**config.mk**
```make
export PLATFORM = sky130hd
export DESIGN_NAME = uer_regs
export DESIGN_NICKNAME = d
export VERILOG_FILES = /design/src/logic/uer_pkg.sv /design/src/logic/uer_flag_if.sv /design/src/logic/uer_regs.sv /design/src/logic/uer_pin_sync.sv /design/src/logic/uer_flag_bank.sv
export VERILOG_INCLUDE_DIRS = /design/src /design/src/logic
export SDC_FILE = /design/constraint.sdc
export NUM_CORES = 1
export LEC_CHECK = 0
export ABC_AREA = 0
export BUFFER_PORTS_ARGS = -buffer_cell sky130_fd_sc_hd__buf_4
export CORE_MARGIN = 5
export CORE_UTILIZATION = 53
export CTS_BUF_LIST = sky130_fd_sc_hd__clkbuf_8
export DETAILED_ROUTE_END_ITERATION = 12
export GPL_TIMING_DRIVEN = 0
export PLACE_DENSITY_LB_ADDON = 0.12
export SLEW_MARGIN = 20
export SYNTH_ARGS = -nofsm -noshare
export SYNTH_HDL_FRONTEND = slang
export SYNTH_SLANG_ARGS = --single-unit
```
**constraint.sdc**
```tcl
create_clock -name clock -period 3.1 [get_ports clock]
set_input_delay 0.155 -clock clock [delete_from_list [all_inputs] [get_ports clock]]
set_output_delay 0.155 -clock clock [all_outputs]
set_load 0.005 [all_outputs]
```
**src/logic/uer_map.svh**
```systemverilog
// register offsets, field positions, reset values and fixed bit patterns of the uncorrectable error bank
`ifndef UER_MAP_SVH
`define UER_MAP_SVH

// ----------------------------------------------------------------
// byte offsets in extended configuration space (dword aligned, except UER_OFS_NEXT_VER at the half-word 0x102)
// ----------------------------------------------------------------
`define UER_OFS_CAP_HDR    12'h100
`define UER_OFS_NEXT_VER   12'h102
`define UER_OFS_FLAGS      12'h104
`define UER_OFS_SUPPRESS   12'h108
`define UER_OFS_FATALITY   12'h10C

// ----------------------------------------------------------------
// capability header contents
// ----------------------------------------------------------------
`define UER_CAP_ID         16'h0001
`define UER_NEXT_VER       16'h1502
`define UER_NEXT_PTR       12'h150
`define UER_CAP_VERSION    4'h2

// ----------------------------------------------------------------
// error bit positions
// ----------------------------------------------------------------
`define UER_BIT_UR         20
`define UER_BIT_ECRC       19
`define UER_BIT_MALFORMED  18
`define UER_BIT_OVERFLOW   17
`define UER_BIT_UNEXP_CPL  16
`define UER_BIT_COMPLETER_ABORT_FLAG  15
`define UER_BIT_CPL_TOUT   14
`define UER_BIT_FC_PROTO   13
`define UER_BIT_POISONED   12
`define UER_BIT_LINK_PROTO 4

// ----------------------------------------------------------------
// implemented bits, fixed ones and reset values
// ----------------------------------------------------------------
`define UER_IMPL_BITS      32'h001F_F010
`define UER_SEV_FIXED_ONES 32'h0040_0020
`define UER_FLAGS_RESET    32'h0000_0000
`define UER_SUPPRESS_RESET 32'h0000_0000
`define UER_SEV_RESET      32'h0026_2030

`endif

```
**src/logic/uer_pkg.sv**
```systemverilog
// types shared by the uncorrectable error bank modules
package uer_pkg;

	// one configuration dword
	typedef logic [31:0] uer_word_t;

	// register selected by a configuration access
	typedef enum {
		UER_SEL_CAP,
		UER_SEL_FLAGS,
		UER_SEL_SUPPRESS,
		UER_SEL_FATALITY,
		UER_SEL_NONE
	} uer_sel_t;

endpackage

```
**src/logic/uer_flag_if.sv**
```systemverilog
// carrier between the register front end and the sticky flag bank
`timescale 1ns/10ps
`default_nettype none

interface uer_flag_if;
	logic [31:0] set_vec;   // one-cycle set requests, already masked
	logic [31:0] clr_vec;   // one-cycle write-one-to-clear requests
	logic [31:0] flags;     // current sticky flags

	modport bank (input set_vec, input clr_vec, output flags);
	modport ctrl (output set_vec, output clr_vec, input flags);
endinterface

`default_nettype wire

```
**src/logic/uer_regs.sv**
```systemverilog
// uncorrectable error reporting registers of the upstream endpoint
`timescale 1ns/10ps
`default_nettype none
`include "uer_map.svh"

module uer_regs
	import uer_pkg::*;
(
	input  wire logic        clock,
	input  wire logic        rst,
	input  wire logic        por,
	input  wire logic        perst_n,
	input  wire logic        global_reset_pin_n,
	input  wire logic        cfg_req,
	input  wire logic        cfg_wr,
	input  wire logic [11:0] cfg_addr,
	input  wire logic [3:0]  cfg_be,
	input  wire logic [31:0] cfg_wdata,
	output var  logic        cfg_ack,
	output var  logic [31:0] cfg_rdata,
	input  wire logic        unsupported_request_seen,
	input  wire logic        end_to_end_crc_seen,
	input  wire logic        malformed_packet_seen,
	input  wire logic        receive_credit_overflow_seen,
	input  wire logic        unexpected_completion_seen,
	input  wire logic        completer_abort_sent,
	input  wire logic        completion_timeout_seen,
	input  wire logic        flow_control_protocol_seen,
	input  wire logic        poisoned_packet_seen,
	input  wire logic        link_layer_protocol_seen,
	output var  logic        err_fatal_msg,
	output var  logic        err_nonfatal_msg,
	output var  logic        error_pending
);
	// ----------------------------------------------------------------
	// helpers
	// ----------------------------------------------------------------

	// map a dword address onto one of the registers
	function automatic uer_sel_t decode(input logic [11:0] addr);
		uer_sel_t sel;
		sel = UER_SEL_NONE;
		// compare at full width so the offsets keep their size
		case (addr >> 2)
			`UER_OFS_CAP_HDR  >> 2: sel = UER_SEL_CAP;
			`UER_OFS_FLAGS    >> 2: sel = UER_SEL_FLAGS;
			`UER_OFS_SUPPRESS >> 2: sel = UER_SEL_SUPPRESS;
			`UER_OFS_FATALITY >> 2: sel = UER_SEL_FATALITY;
			default:                sel = UER_SEL_NONE;
		endcase
		return sel;
	endfunction

	// expand byte enables into a bit mask
	function automatic uer_word_t lane_mask(input logic [3:0] be);
		uer_word_t m;
		m = '0;
		for (int b = 0; b < 4; b++) begin
			m[b*8 +: 8] = {8{be[b]}};
		end
		return m;
	endfunction

	// merge written lanes into a writable register, implemented bits only
	function automatic uer_word_t lane_merge(input uer_word_t old, input uer_word_t wd,
	                                          input logic [3:0] be);
		uer_word_t m;
		m = lane_mask(be) & `UER_IMPL_BITS;
		return (old & ~m) | (wd & m);
	endfunction

	// ----------------------------------------------------------------
	// reset gathering
	// ----------------------------------------------------------------
	logic [1:0] pins_stable;  // {perst_n, global_reset_pin_n} after sync
	logic       blk_rst;      // any of the device resets

	// pins start out read as asserted so the bank stays in reset until they settle
	uer_pin_sync #(
		.W         (2),
		.RESET_VAL (2'b00)
	) u_pin_sync (
		.clock      (clock),
		.rst        (rst),
		.pin_in     ({perst_n, global_reset_pin_n}),
		.pin_stable (pins_stable)
	);

	// por comes from on-chip logic on this clock, so it needs no synchroniser
	assign blk_rst = rst | por | ~pins_stable[1] | ~pins_stable[0];

	// ----------------------------------------------------------------
	// register state
	// ----------------------------------------------------------------
	uer_word_t suppress_q;  // mask register, implemented bits only
	uer_word_t sev_q;       // writable severity bits
	uer_word_t sev_read;    // severity as software sees it
	uer_word_t event_vec;   // error strobes at their bit positions
	uer_word_t set_vec;     // errors that will be logged this cycle
	uer_word_t clr_vec;     // write-one-to-clear request
	uer_sel_t  acc_sel;     // register addressed by the current request
	logic      wr_hit;      // write strobe this cycle
	logic      rd_hit;      // read strobe this cycle

	uer_flag_if fl ();

	uer_flag_bank u_flag_bank (
		.clock   (clock),
		.blk_rst (blk_rst),
		.fl      (fl)
	);

	// ----------------------------------------------------------------
	// error event gathering
	// ----------------------------------------------------------------
	always_comb begin
		event_vec = '0;
		event_vec[`UER_BIT_UR]         = unsupported_request_seen;
		event_vec[`UER_BIT_ECRC]       = end_to_end_crc_seen;
		event_vec[`UER_BIT_MALFORMED]  = malformed_packet_seen;
		event_vec[`UER_BIT_OVERFLOW]   = receive_credit_overflow_seen;
		event_vec[`UER_BIT_UNEXP_CPL]  = unexpected_completion_seen;
		event_vec[`UER_BIT_COMPLETER_ABORT_FLAG]  = completer_abort_sent;
		event_vec[`UER_BIT_CPL_TOUT]   = completion_timeout_seen;
		event_vec[`UER_BIT_FC_PROTO]   = flow_control_protocol_seen;
		event_vec[`UER_BIT_POISONED]   = poisoned_packet_seen;
		event_vec[`UER_BIT_LINK_PROTO] = link_layer_protocol_seen;
	end

	// masked errors are dropped before they reach the flags or a message
	assign set_vec = event_vec & ~suppress_q & `UER_IMPL_BITS;

	// ----------------------------------------------------------------
	// access decode
	// ----------------------------------------------------------------
	assign acc_sel = decode(cfg_addr);
	assign wr_hit  = cfg_req & cfg_wr;
	assign rd_hit  = cfg_req & ~cfg_wr;

	// only ones in enabled lanes of a flags write clear anything
	assign clr_vec = (wr_hit && acc_sel == UER_SEL_FLAGS) ?
	                 (cfg_wdata & lane_mask(cfg_be)) : '0;

	assign fl.set_vec = set_vec;
	assign fl.clr_vec = clr_vec;

	// ----------------------------------------------------------------
	// mask register
	// ----------------------------------------------------------------
	always_ff @(posedge clock) begin
		if (blk_rst) begin
			suppress_q <= `UER_SUPPRESS_RESET;
		end else if (wr_hit && acc_sel == UER_SEL_SUPPRESS) begin
			suppress_q <= lane_merge(suppress_q, cfg_wdata, cfg_be);
		end
	end

	// ----------------------------------------------------------------
	// severity register
	// ----------------------------------------------------------------
	always_ff @(posedge clock) begin
		if (blk_rst) begin
			sev_q <= `UER_SEV_RESET & `UER_IMPL_BITS;
		end else if (wr_hit && acc_sel == UER_SEL_FATALITY) begin
			sev_q <= lane_merge(sev_q, cfg_wdata, cfg_be);
		end
	end

	// fixed ones are wired in at read time, never stored
	assign sev_read = sev_q | `UER_SEV_FIXED_ONES;

	// ----------------------------------------------------------------
	// configuration answer: one cycle after the request
	// ----------------------------------------------------------------
	always_ff @(posedge clock) begin
		if (blk_rst) begin
			cfg_ack <= 1'b0;
		end else begin
			cfg_ack <= cfg_req;
		end
	end

	// read data; writes and unmapped addresses return zero
	always_ff @(posedge clock) begin
		if (blk_rst) begin
			cfg_rdata <= '0;
		end else if (rd_hit) begin
			case (acc_sel)
				UER_SEL_CAP:      cfg_rdata <= {`UER_NEXT_VER, `UER_CAP_ID};
				UER_SEL_FLAGS:    cfg_rdata <= fl.flags;
				UER_SEL_SUPPRESS: cfg_rdata <= suppress_q;
				UER_SEL_FATALITY: cfg_rdata <= sev_read;
				default:          cfg_rdata <= '0;
			endcase
		end else begin
			cfg_rdata <= '0;
		end
	end

	// ----------------------------------------------------------------
	// error messages toward the link: at most one pulse of each kind per logging cycle
	// ----------------------------------------------------------------
	// several errors in one cycle yield at most one message of each kind,
	// which is what the message layer can take in one slot anyway
	always_ff @(posedge clock) begin
		if (blk_rst) begin
			err_fatal_msg    <= 1'b0;
			err_nonfatal_msg <= 1'b0;
		end else begin
			err_fatal_msg    <= |(set_vec & sev_q);
			err_nonfatal_msg <= |(set_vec & ~sev_q);
		end
	end

	// summary of any flag standing
	always_ff @(posedge clock) begin
		if (blk_rst) begin
			error_pending <= 1'b0;
		end else begin
			error_pending <= |((fl.flags & ~clr_vec) | set_vec);
		end
	end

	// ----------------------------------------------------------------
	// checks
	// ----------------------------------------------------------------
	uer_sel_t rd_sel_q;  // register read by the previous request

	always_ff @(posedge clock) begin
		if (blk_rst) begin
			rd_sel_q <= UER_SEL_NONE;
		end else begin
			rd_sel_q <= rd_hit ? acc_sel : UER_SEL_NONE;
		end
	end

	chk_id_word: assert property (
		@(posedge clock) disable iff (blk_rst)
		rd_hit && acc_sel == UER_SEL_CAP |=> cfg_ack && cfg_rdata[31:20] == `UER_NEXT_PTR
			&& cfg_rdata[19:16] == `UER_CAP_VERSION && cfg_rdata[15:0] == `UER_CAP_ID)
		else $error("capability header word wrong");

	chk_reserved_zero: assert property (
		@(posedge clock) disable iff (blk_rst)
		(rd_sel_q == UER_SEL_FLAGS || rd_sel_q == UER_SEL_SUPPRESS)
			|-> (cfg_rdata & ~`UER_IMPL_BITS) == 32'h0000_0000)
		else $error("unassigned status or mask bit reads one");

	chk_sev_fixed: assert property (
		@(posedge clock) disable iff (blk_rst)
		rd_sel_q == UER_SEL_FATALITY
			|-> (cfg_rdata & ~(`UER_IMPL_BITS | `UER_SEV_FIXED_ONES)) == 32'h0000_0000
			&& cfg_rdata[22] && cfg_rdata[5])
		else $error("severity fixed bits wrong");

	chk_set_wins: assert property (
		@(posedge clock) disable iff (blk_rst)
		set_vec != 32'h0000_0000 |=> (fl.flags & $past(set_vec)) == $past(set_vec))
		else $error("logged error did not set its flag");

	chk_sticky_flags: assert property (
		@(posedge clock) disable iff (blk_rst)
		##1 ($past(fl.flags) & ~fl.flags & ~$past(clr_vec)) == 32'h0000_0000)
		else $error("flag fell without a clearing write");

	chk_w1c_clear: assert property (
		@(posedge clock) disable iff (blk_rst)
		clr_vec != 32'h0000_0000 && set_vec == 32'h0000_0000
			|=> (fl.flags & $past(clr_vec)) == 32'h0000_0000)
		else $error("written one did not clear its flag");

	chk_mask_blocks: assert property (
		@(posedge clock) disable iff (blk_rst)
		##1 (fl.flags & ~$past(fl.flags) & ~$past(event_vec & ~suppress_q)) == 32'h0000_0000)
		else $error("flag rose without an unmasked error");

	chk_msg_kind: assert property (
		@(posedge clock) disable iff (blk_rst)
		(set_vec & sev_q) != 32'h0000_0000 |=> err_fatal_msg ##1 !err_fatal_msg || $past(|(set_vec & sev_q)))
		else $error("fatal error gave no fatal message");

	chk_reset_values: assert property (
		@(posedge clock)
		$fell(blk_rst) |-> fl.flags == `UER_FLAGS_RESET && suppress_q == `UER_SUPPRESS_RESET
			&& sev_q == (`UER_SEV_RESET & `UER_IMPL_BITS))
		else $error("register not at default after reset");

	// ----------------------------------------------------------------
	// checks on messages, summary and full-lane register writes
	// ----------------------------------------------------------------
	// partial-lane writes are left to the bench, which drives its own lane patterns

	chk_nonfatal_kind: assert property (
		@(posedge clock) disable iff (blk_rst)
		(set_vec & ~sev_q) != 32'h0000_0000 |=> err_nonfatal_msg)
		else $error("non-fatal error gave no non-fatal message");

	chk_no_stray_msg: assert property (
		@(posedge clock) disable iff (blk_rst)
		set_vec == 32'h0000_0000 |=> !err_fatal_msg && !err_nonfatal_msg)
		else $error("message without a logged error");

	chk_pending_level: assert property (
		@(posedge clock) disable iff (blk_rst)
		error_pending == (fl.flags != 32'h0000_0000))
		else $error("pending summary disagrees with the flags");

	chk_suppress_write: assert property (
		@(posedge clock) disable iff (blk_rst)
		wr_hit && acc_sel == UER_SEL_SUPPRESS && cfg_be == 4'hF
			|=> suppress_q == ($past(cfg_wdata) & `UER_IMPL_BITS))
		else $error("mask write did not land on its bits");

	chk_fatality_write: assert property (
		@(posedge clock) disable iff (blk_rst)
		wr_hit && acc_sel == UER_SEL_FATALITY && cfg_be == 4'hF
			|=> sev_q == ($past(cfg_wdata) & `UER_IMPL_BITS))
		else $error("severity write did not land on its bits");
endmodule

`default_nettype wire

```
**src/logic/uer_pin_sync.sv**
```systemverilog
// three-stage synchroniser with agreement filter for asynchronous pins
`timescale 1ns/10ps
`default_nettype none

module uer_pin_sync #(
	parameter int          W         = 1,
	parameter logic [W-1:0] RESET_VAL = '0
) (
	input  wire logic         clock,
	input  wire logic         rst,
	input  wire logic [W-1:0] pin_in,
	output var  logic [W-1:0] pin_stable
);
	logic [W-1:0] s1_q;  // metastability catcher, read only by s2_q
	logic [W-1:0] s2_q;  // second stage
	logic [W-1:0] s3_q;  // third stage

	// ----------------------------------------------------------------
	// synchroniser chain
	// ----------------------------------------------------------------
	always_ff @(posedge clock) begin
		s1_q <= pin_in;
		s2_q <= s1_q;
		s3_q <= s2_q;
	end

	// ----------------------------------------------------------------
	// accept a change only once stages two and three agree
	// ----------------------------------------------------------------
	always_ff @(posedge clock) begin
		if (rst) begin
			pin_stable <= RESET_VAL;
		end else begin
			for (int i = 0; i < W; i++) begin
				if (s2_q[i] == s3_q[i]) begin
					pin_stable[i] <= s3_q[i];
				end
			end
		end
	end
endmodule

`default_nettype wire

```
**src/logic/uer_flag_bank.sv**
```systemverilog
// sticky error flags: set by hardware, cleared by writing ones, set wins
`timescale 1ns/10ps
`default_nettype none
`include "uer_map.svh"

module uer_flag_bank (
	input  wire logic clock,
	input  wire logic blk_rst,
	uer_flag_if.bank  fl
);
	logic [31:0] flags_q;  // stored flags

	// ----------------------------------------------------------------
	// flag update: a set in the clearing cycle survives
	// ----------------------------------------------------------------
	always_ff @(posedge clock) begin
		if (blk_rst) begin
			flags_q <= `UER_FLAGS_RESET;
		end else begin
			// unimplemented positions never hold a one
			flags_q <= ((flags_q & ~fl.clr_vec) | fl.set_vec) & `UER_IMPL_BITS;
		end
	end

	assign fl.flags = flags_q;
endmodule

`default_nettype wire

```
[Word level (Yosys, flattened, before mapping)]
Index checks and enable logic that the tools add are counted.
Operators by class
  bitwise logic cells: 24
  reduce and logical (&&, ||, !) cells: 8
  equality and inequality tests: 12
  muxes and demuxes: 3
Operator list (number)
  $and A32 B32 Y32: 4
  $pmux W32 S4: 1
  $reduce_or A32 Y1: 3
  $and A21 B32 Y32: 2
  $eq A32 B3 Y1 const B: 2
  $not A32 Y32: 2
  $or A32 B32 Y32: 2
  $eq A10 B7 Y1 const B: 4
  $and A32 B21 Y32: 1
  $eq A32 B2 Y1 const B: 1
  $logic_not A32 Y1: 1
  $mux W32: 1
  $not A21 Y32: 1
  $or A32 B21 Y32: 1
  $and A21 B21 Y21: 1
  $not A21 Y21: 1
  $pmux W3 S4: 1
  $eq A3 B2 Y1 const B: 2
  $not A1 Y1: 4
  $eq A3 B1 Y1 const B: 1
  $logic_and A1 B1 Y1: 3
  $or A1 B1 Y1: 3
  $and A1 B1 Y1: 2
  $eq A1 B1 Y1: 2
  $reduce_or A2 Y1: 1
Storage, ports and cells
  output and inout port bits: 36
  flip-flop bits (word level): 140
  bits of input ports: 65
  logic and storage cells: 61

[Logic depth before layout (Yosys ltp)]
  depth in word-level cells: 9
  mapped depth: 7
  gate-level depth less buffers: 5

[By module]
From an unflattened synthesis, not the netlist that was laid out.
Unflattened totals
  cell total of the unflattened synthesis: 431
  area, all modules: 3699.8 um2
Modules (own cells, without submodules)
  uer_regs: cells an instance 353, instances 1, area each 2869.0 um2
  uer_flag_bank: cells an instance 64, instances 1, area each 643.1 um2
  uer_pin_sync: cells an instance 14, instances 1, area each 187.7 um2

[Least setup slack after synthesis]
No wires, ideal clock.
  path kind: input to register
  start: input port cfg_addr[5]
  end: register error_pending
  setup slack: 1.216 ns
  buffers on the path: 1
  data arrival time: 1.744 ns
  data required time: 2.959 ns
  stages: 6
  setup time: 0.141 ns
  path through: or4_4 -> buf_6 -> nor4_4 -> o2111ai_1 -> a2111oi_2 -> a41oi_1
Between the ends
  longest elaborated chain between the ends: 9
  elaborated cells on any way between the ends: 12
  classes of those cells: eq/ne (5); mux (2); bitwise (3); reduce/logical (2)
RTL lines
  start, declared: RTL line uer_regs.sv:16  | input wire logic [11:0] cfg_addr,
  $eq A10 B7 Y1: RTL line uer_regs.sv:44  | case (addr >> 2)
  $pmux W3 S4 (*): RTL line uer_regs.sv:44
  $eq A32 B2 Y1 (*): RTL line uer_regs.sv:141  | assign clr_vec = (wr_hit && acc_sel == UER_SEL_FLAGS) ?
  $logic_and A1 B1 Y1 (*): RTL line uer_regs.sv:141
  $mux W32 (*): RTL line uer_regs.sv:141
  $not A32 Y32 (*): RTL line uer_regs.sv:220  | error_pending <= |((fl.flags & ~clr_vec) | set_vec);
  $and A32 B32 Y32 (*): RTL line uer_regs.sv:220
  $or A32 B21 Y32 (*): RTL line uer_regs.sv:220
  $reduce_or A32 Y1 (*): RTL line uer_regs.sv:220
  end signal, assigned: RTL line uer_regs.sv:220
  end, declared: RTL line uer_regs.sv:33  | output var logic error_pending
Every way passes the cells marked *; elsewhere a longest branch is shown, timed or not.
A chain may end at the register's enable or synchronous reset.

[Worst setup path in the final report]
  start: input port cfg_addr[9]
  end: register error_pending
The elaborated chain is that of the path after synthesis.

==> metrics.md <==
| Metric | Value |
|---|---|
| Status | complete, no violations |
| Worst Path Max Fanout | 6 |
| Final setup violation count | 0 |
| Lkg Pwr | 1.31 nW |
| Post-route DRC violation count | 0 |
| Cell family with most CP delay | simple AND/OR/NAND/NOR gates |
| Clk slew on worst S/H paths | about 0.1 ns |
| Final-report max-slew violation count | 0 |
| Total global-route track usage | 21.2% |
| Area of the die | roughly 6100 um^2 |
| Post-Syn Area per Cell | approximately 8.5 um^2 |
| Min-delay worst type | in2reg |
| Critical path buffers and inverters | 2 |
| H-tree depth | 2 |
| CORE AREA | 4410 um^2 |
| CTS tree | built |
| Hpwl dp | about 4800 um |
| Skew-Pair Late Insertion Delay | around 0.3 ns |
| XOR/XNOR Fraction of Synth Area | 0% |
| # diodes | 0 |
| Worst ir drop on vdd | ~0.28 mV |
| Cell area power density | 414 nW/um^2 |
| Detailed-route vias per instance | about 5.5 |
| Hold Buf Count CTS | 2 |
| Adder-cell share of the synthesized area | 0% |
| CP endpoint kind | register |
| Overflow after GRT | 0 |
| GPL Wtd Cong | roughly 0.9 |
| Fin crit period | approximately 2.1 ns |
| #FFs+latches synth | 54 |
| Synth unique cells | 40 |
| Port Buf Inserts | 59 |
| Layout cells sized above 1 | between 20 and 30% |
| CTS Buf Count | 5 |
| Die Width | 77.8 um |
| Largest net degree at the start of global routing | 17 |
| Worst clock skew | around 0.0057 ns |
| Total Nets Final | 434 |
| Top Layer Used | met4 |
| Clk buf depth | 2 |
| Yosys Warn Count | 0 |
| Routed wire length | approximately 6300 um |
| Slew @ Worst Pin | approximately 0.74 ns |
| Final Hold Viols | 0 |
| IO Pins | just over 100 |
| Worst EP required | ~3.3 ns |
| Filler instances | about 370 |
| Compound-Gate Fraction of Synth Area | 17.5% |
| Met3 WL | 650 um |
| Iter 0 DRT Violations | approximately 170 |
| Initial antenna violation count | 0 |
| CTS Sinks | 54 |
| CP Launch Type | primary input |
| Vias | 2309 |
| Number of global-route vias before repair | between 2000 and 2500 |
| Initial Utilization | 55.2% |
| RSZ-0062 raised after global routing | no |
| Register area share after synthesis | roughly 44% |
| Largest family of logic cells by synthesized area | simple AND/OR/NAND/NOR gates |
| Slowest CP cell | nor3_1 |
| CP max stage delay | a little over 0.6 ns |
| Tcrit/Tclk final | a little under 70% |
| Post-CTS Setup Bufs | 0 |
| Maximum clock rate | ~470 MHz |
| CTS Root Buffer Type | clkbuf_8 |
| Wire length of the first global-routing pass | about 10000 um |
| Simple-gate portion of the synthesized area | between 20% and 30% |
| Die height | 77.8 um |
| Area Growth Syn to Fin | 28.5% |
| DRT antenna net count | 0 |
| Row Count | 24 |
| Mux contribution to synthesized area | approximately 4.6% |
| Met2 Routed Length | about 3000 um |
| Crit path DAT | 2.29 ns |
| Fin Setup TNS | 0 ns |
| Final Power | roughly 1.3 mW |
| Headroom to the max-slew limit | between 50% and 60% |
| PostCTS Resize Cnt | 0 |
| First-pass iteration count of the detailed router | 4 |
| Metal-1 WL | ~2700 um |
| Post-synthesis instance total | roughly 290 |
| CP Cell Sequence | buf_4, or4b_1, buf_2, nor3_1, a21oi_1, a2111oi_2, a41oi_1 |
| Setup CP Type | in2reg |
| Avg WL per Cell | approximately 15 um |
| Post-Syn Area | between 2000 and 2500 um^2 |
| Max-Cap Viols | 0 |
## per-layer routing
| metal | GRT usage, % | up-vias |
|---|---|---|
| met2 | 34.5 | 104 |
| met3 | 6.02 | 5 |
| met5 | 0 | - |
| met4 | 4.64 | 0 |
| met1 | 28.0 | 1053 |
| li1 | - | 1147 |
## cell usage in the layout, fill, tap and decap left out, drive strengths merged, types with 4 or more instances in the layout
master and instances:
dfxtp 54, mux2 9, buf 84, o21ai 4
inv 11, nand3 24, nor2 21, a22oi 10
nand2b 5, a21oi 29, nand2 33, nor4 4
conb 16, clkbuf 13, nor2b 14
## cell families after synthesis
logic type	count (synthesis)
AND/OR/NAND/NOR	112
buffers and inverters	43
flip-flops	54
other	1
multiplexers	10
AO/OA/AOI/OAI	66
## layout make-up
class	instances	area, um^2	area share (%)
Clock buffer	5	68.8	2.20
Buffer	33	210	6.71
Sequential cell	54	1080	34.5
Inverter	10	37.5	1.20
Multi-Input combinational cell	204	1160	37.2
Clock inverter	3	41.3	1.32
Tap cell	52	65.1	2.08
Timing Repair Buffer	61	463	14.8
## cell usage after synthesis, drive strengths merged
master    n  area, um^2
dfxtp    54        1080
nand2    33         124
a21oi    29         145
buf      25         180
nand3    24         120
nor2     21        78.8
nor2b    14        87.6
a22oi    10        75.1
inv      10        37.5
mux2      9         101
clkbuf    8        30.0
nand2b    5        31.3
nor4      4        46.3
o21ai     4        20.0
a2111oi   3        32.5
a211oi    3        22.5
a221oi    3        26.3
a31oi     3        18.8
o22ai     3        18.8
a22o      2        17.5
a41oi     2        17.5
and2      2        12.5
nand4     2        12.5
nor3      2        10.0
o211ai    2        15.0
and3      1        6.26
conb      1        3.75
mux2i     1        10.0
nand3b    1        7.51
nand4b    1        8.76
o2111ai   1        8.76
o41ai     1        8.76
or4       1        11.3
or4b      1        10.0
## path summary, 6_finish.rpt
path                      start                        to  slack [ns]  cells after the start
min reg2reg  u_pin_sync.s1_q[1]        u_pin_sync.s2_q[1]        0.34                      0
min                         rst  u_pin_sync.pin_stable[0]        0.01                      2
max                 cfg_addr[9]             error_pending        0.97                      7
max reg2reg            register             error_pending        1.24                      5
## metrics by stage
stage | hold slack [ns] | instance area (um^2) | setup WS (ns) | cells | util [%]
4_1_cts | 0.0101 | 3130 | 1.01 | 422 | 70.9
3_5_place_dp | 0.261 | 3000 | 0.691 | 412 | 68.0
6_report | 0.0107 | 3130 | 0.973 | 422 | 70.9
3_3_place_gp | 0.260 | 3000 | 0.657 | 412 | 68.0
5_1_grt | 0.00996 | 3130 | 0.885 | 422 | 70.9
2_1_floorplan | 0.183 | 2490 | 1.22 | 301 | -
## power by group
| group | switching [mW] | leakage, nW | internal [mW] |
|---|---|---|---|
| combinational | 0.0607 | 0.814 | 0.0678 |
| clock | 0.226 | 0.0556 | 0.238 |
| sequential | 0.00324 | 0.438 | 0.700 |
| total | 0.290 | 1.31 | 1.01 |
(Power assumes the default switching activity.)
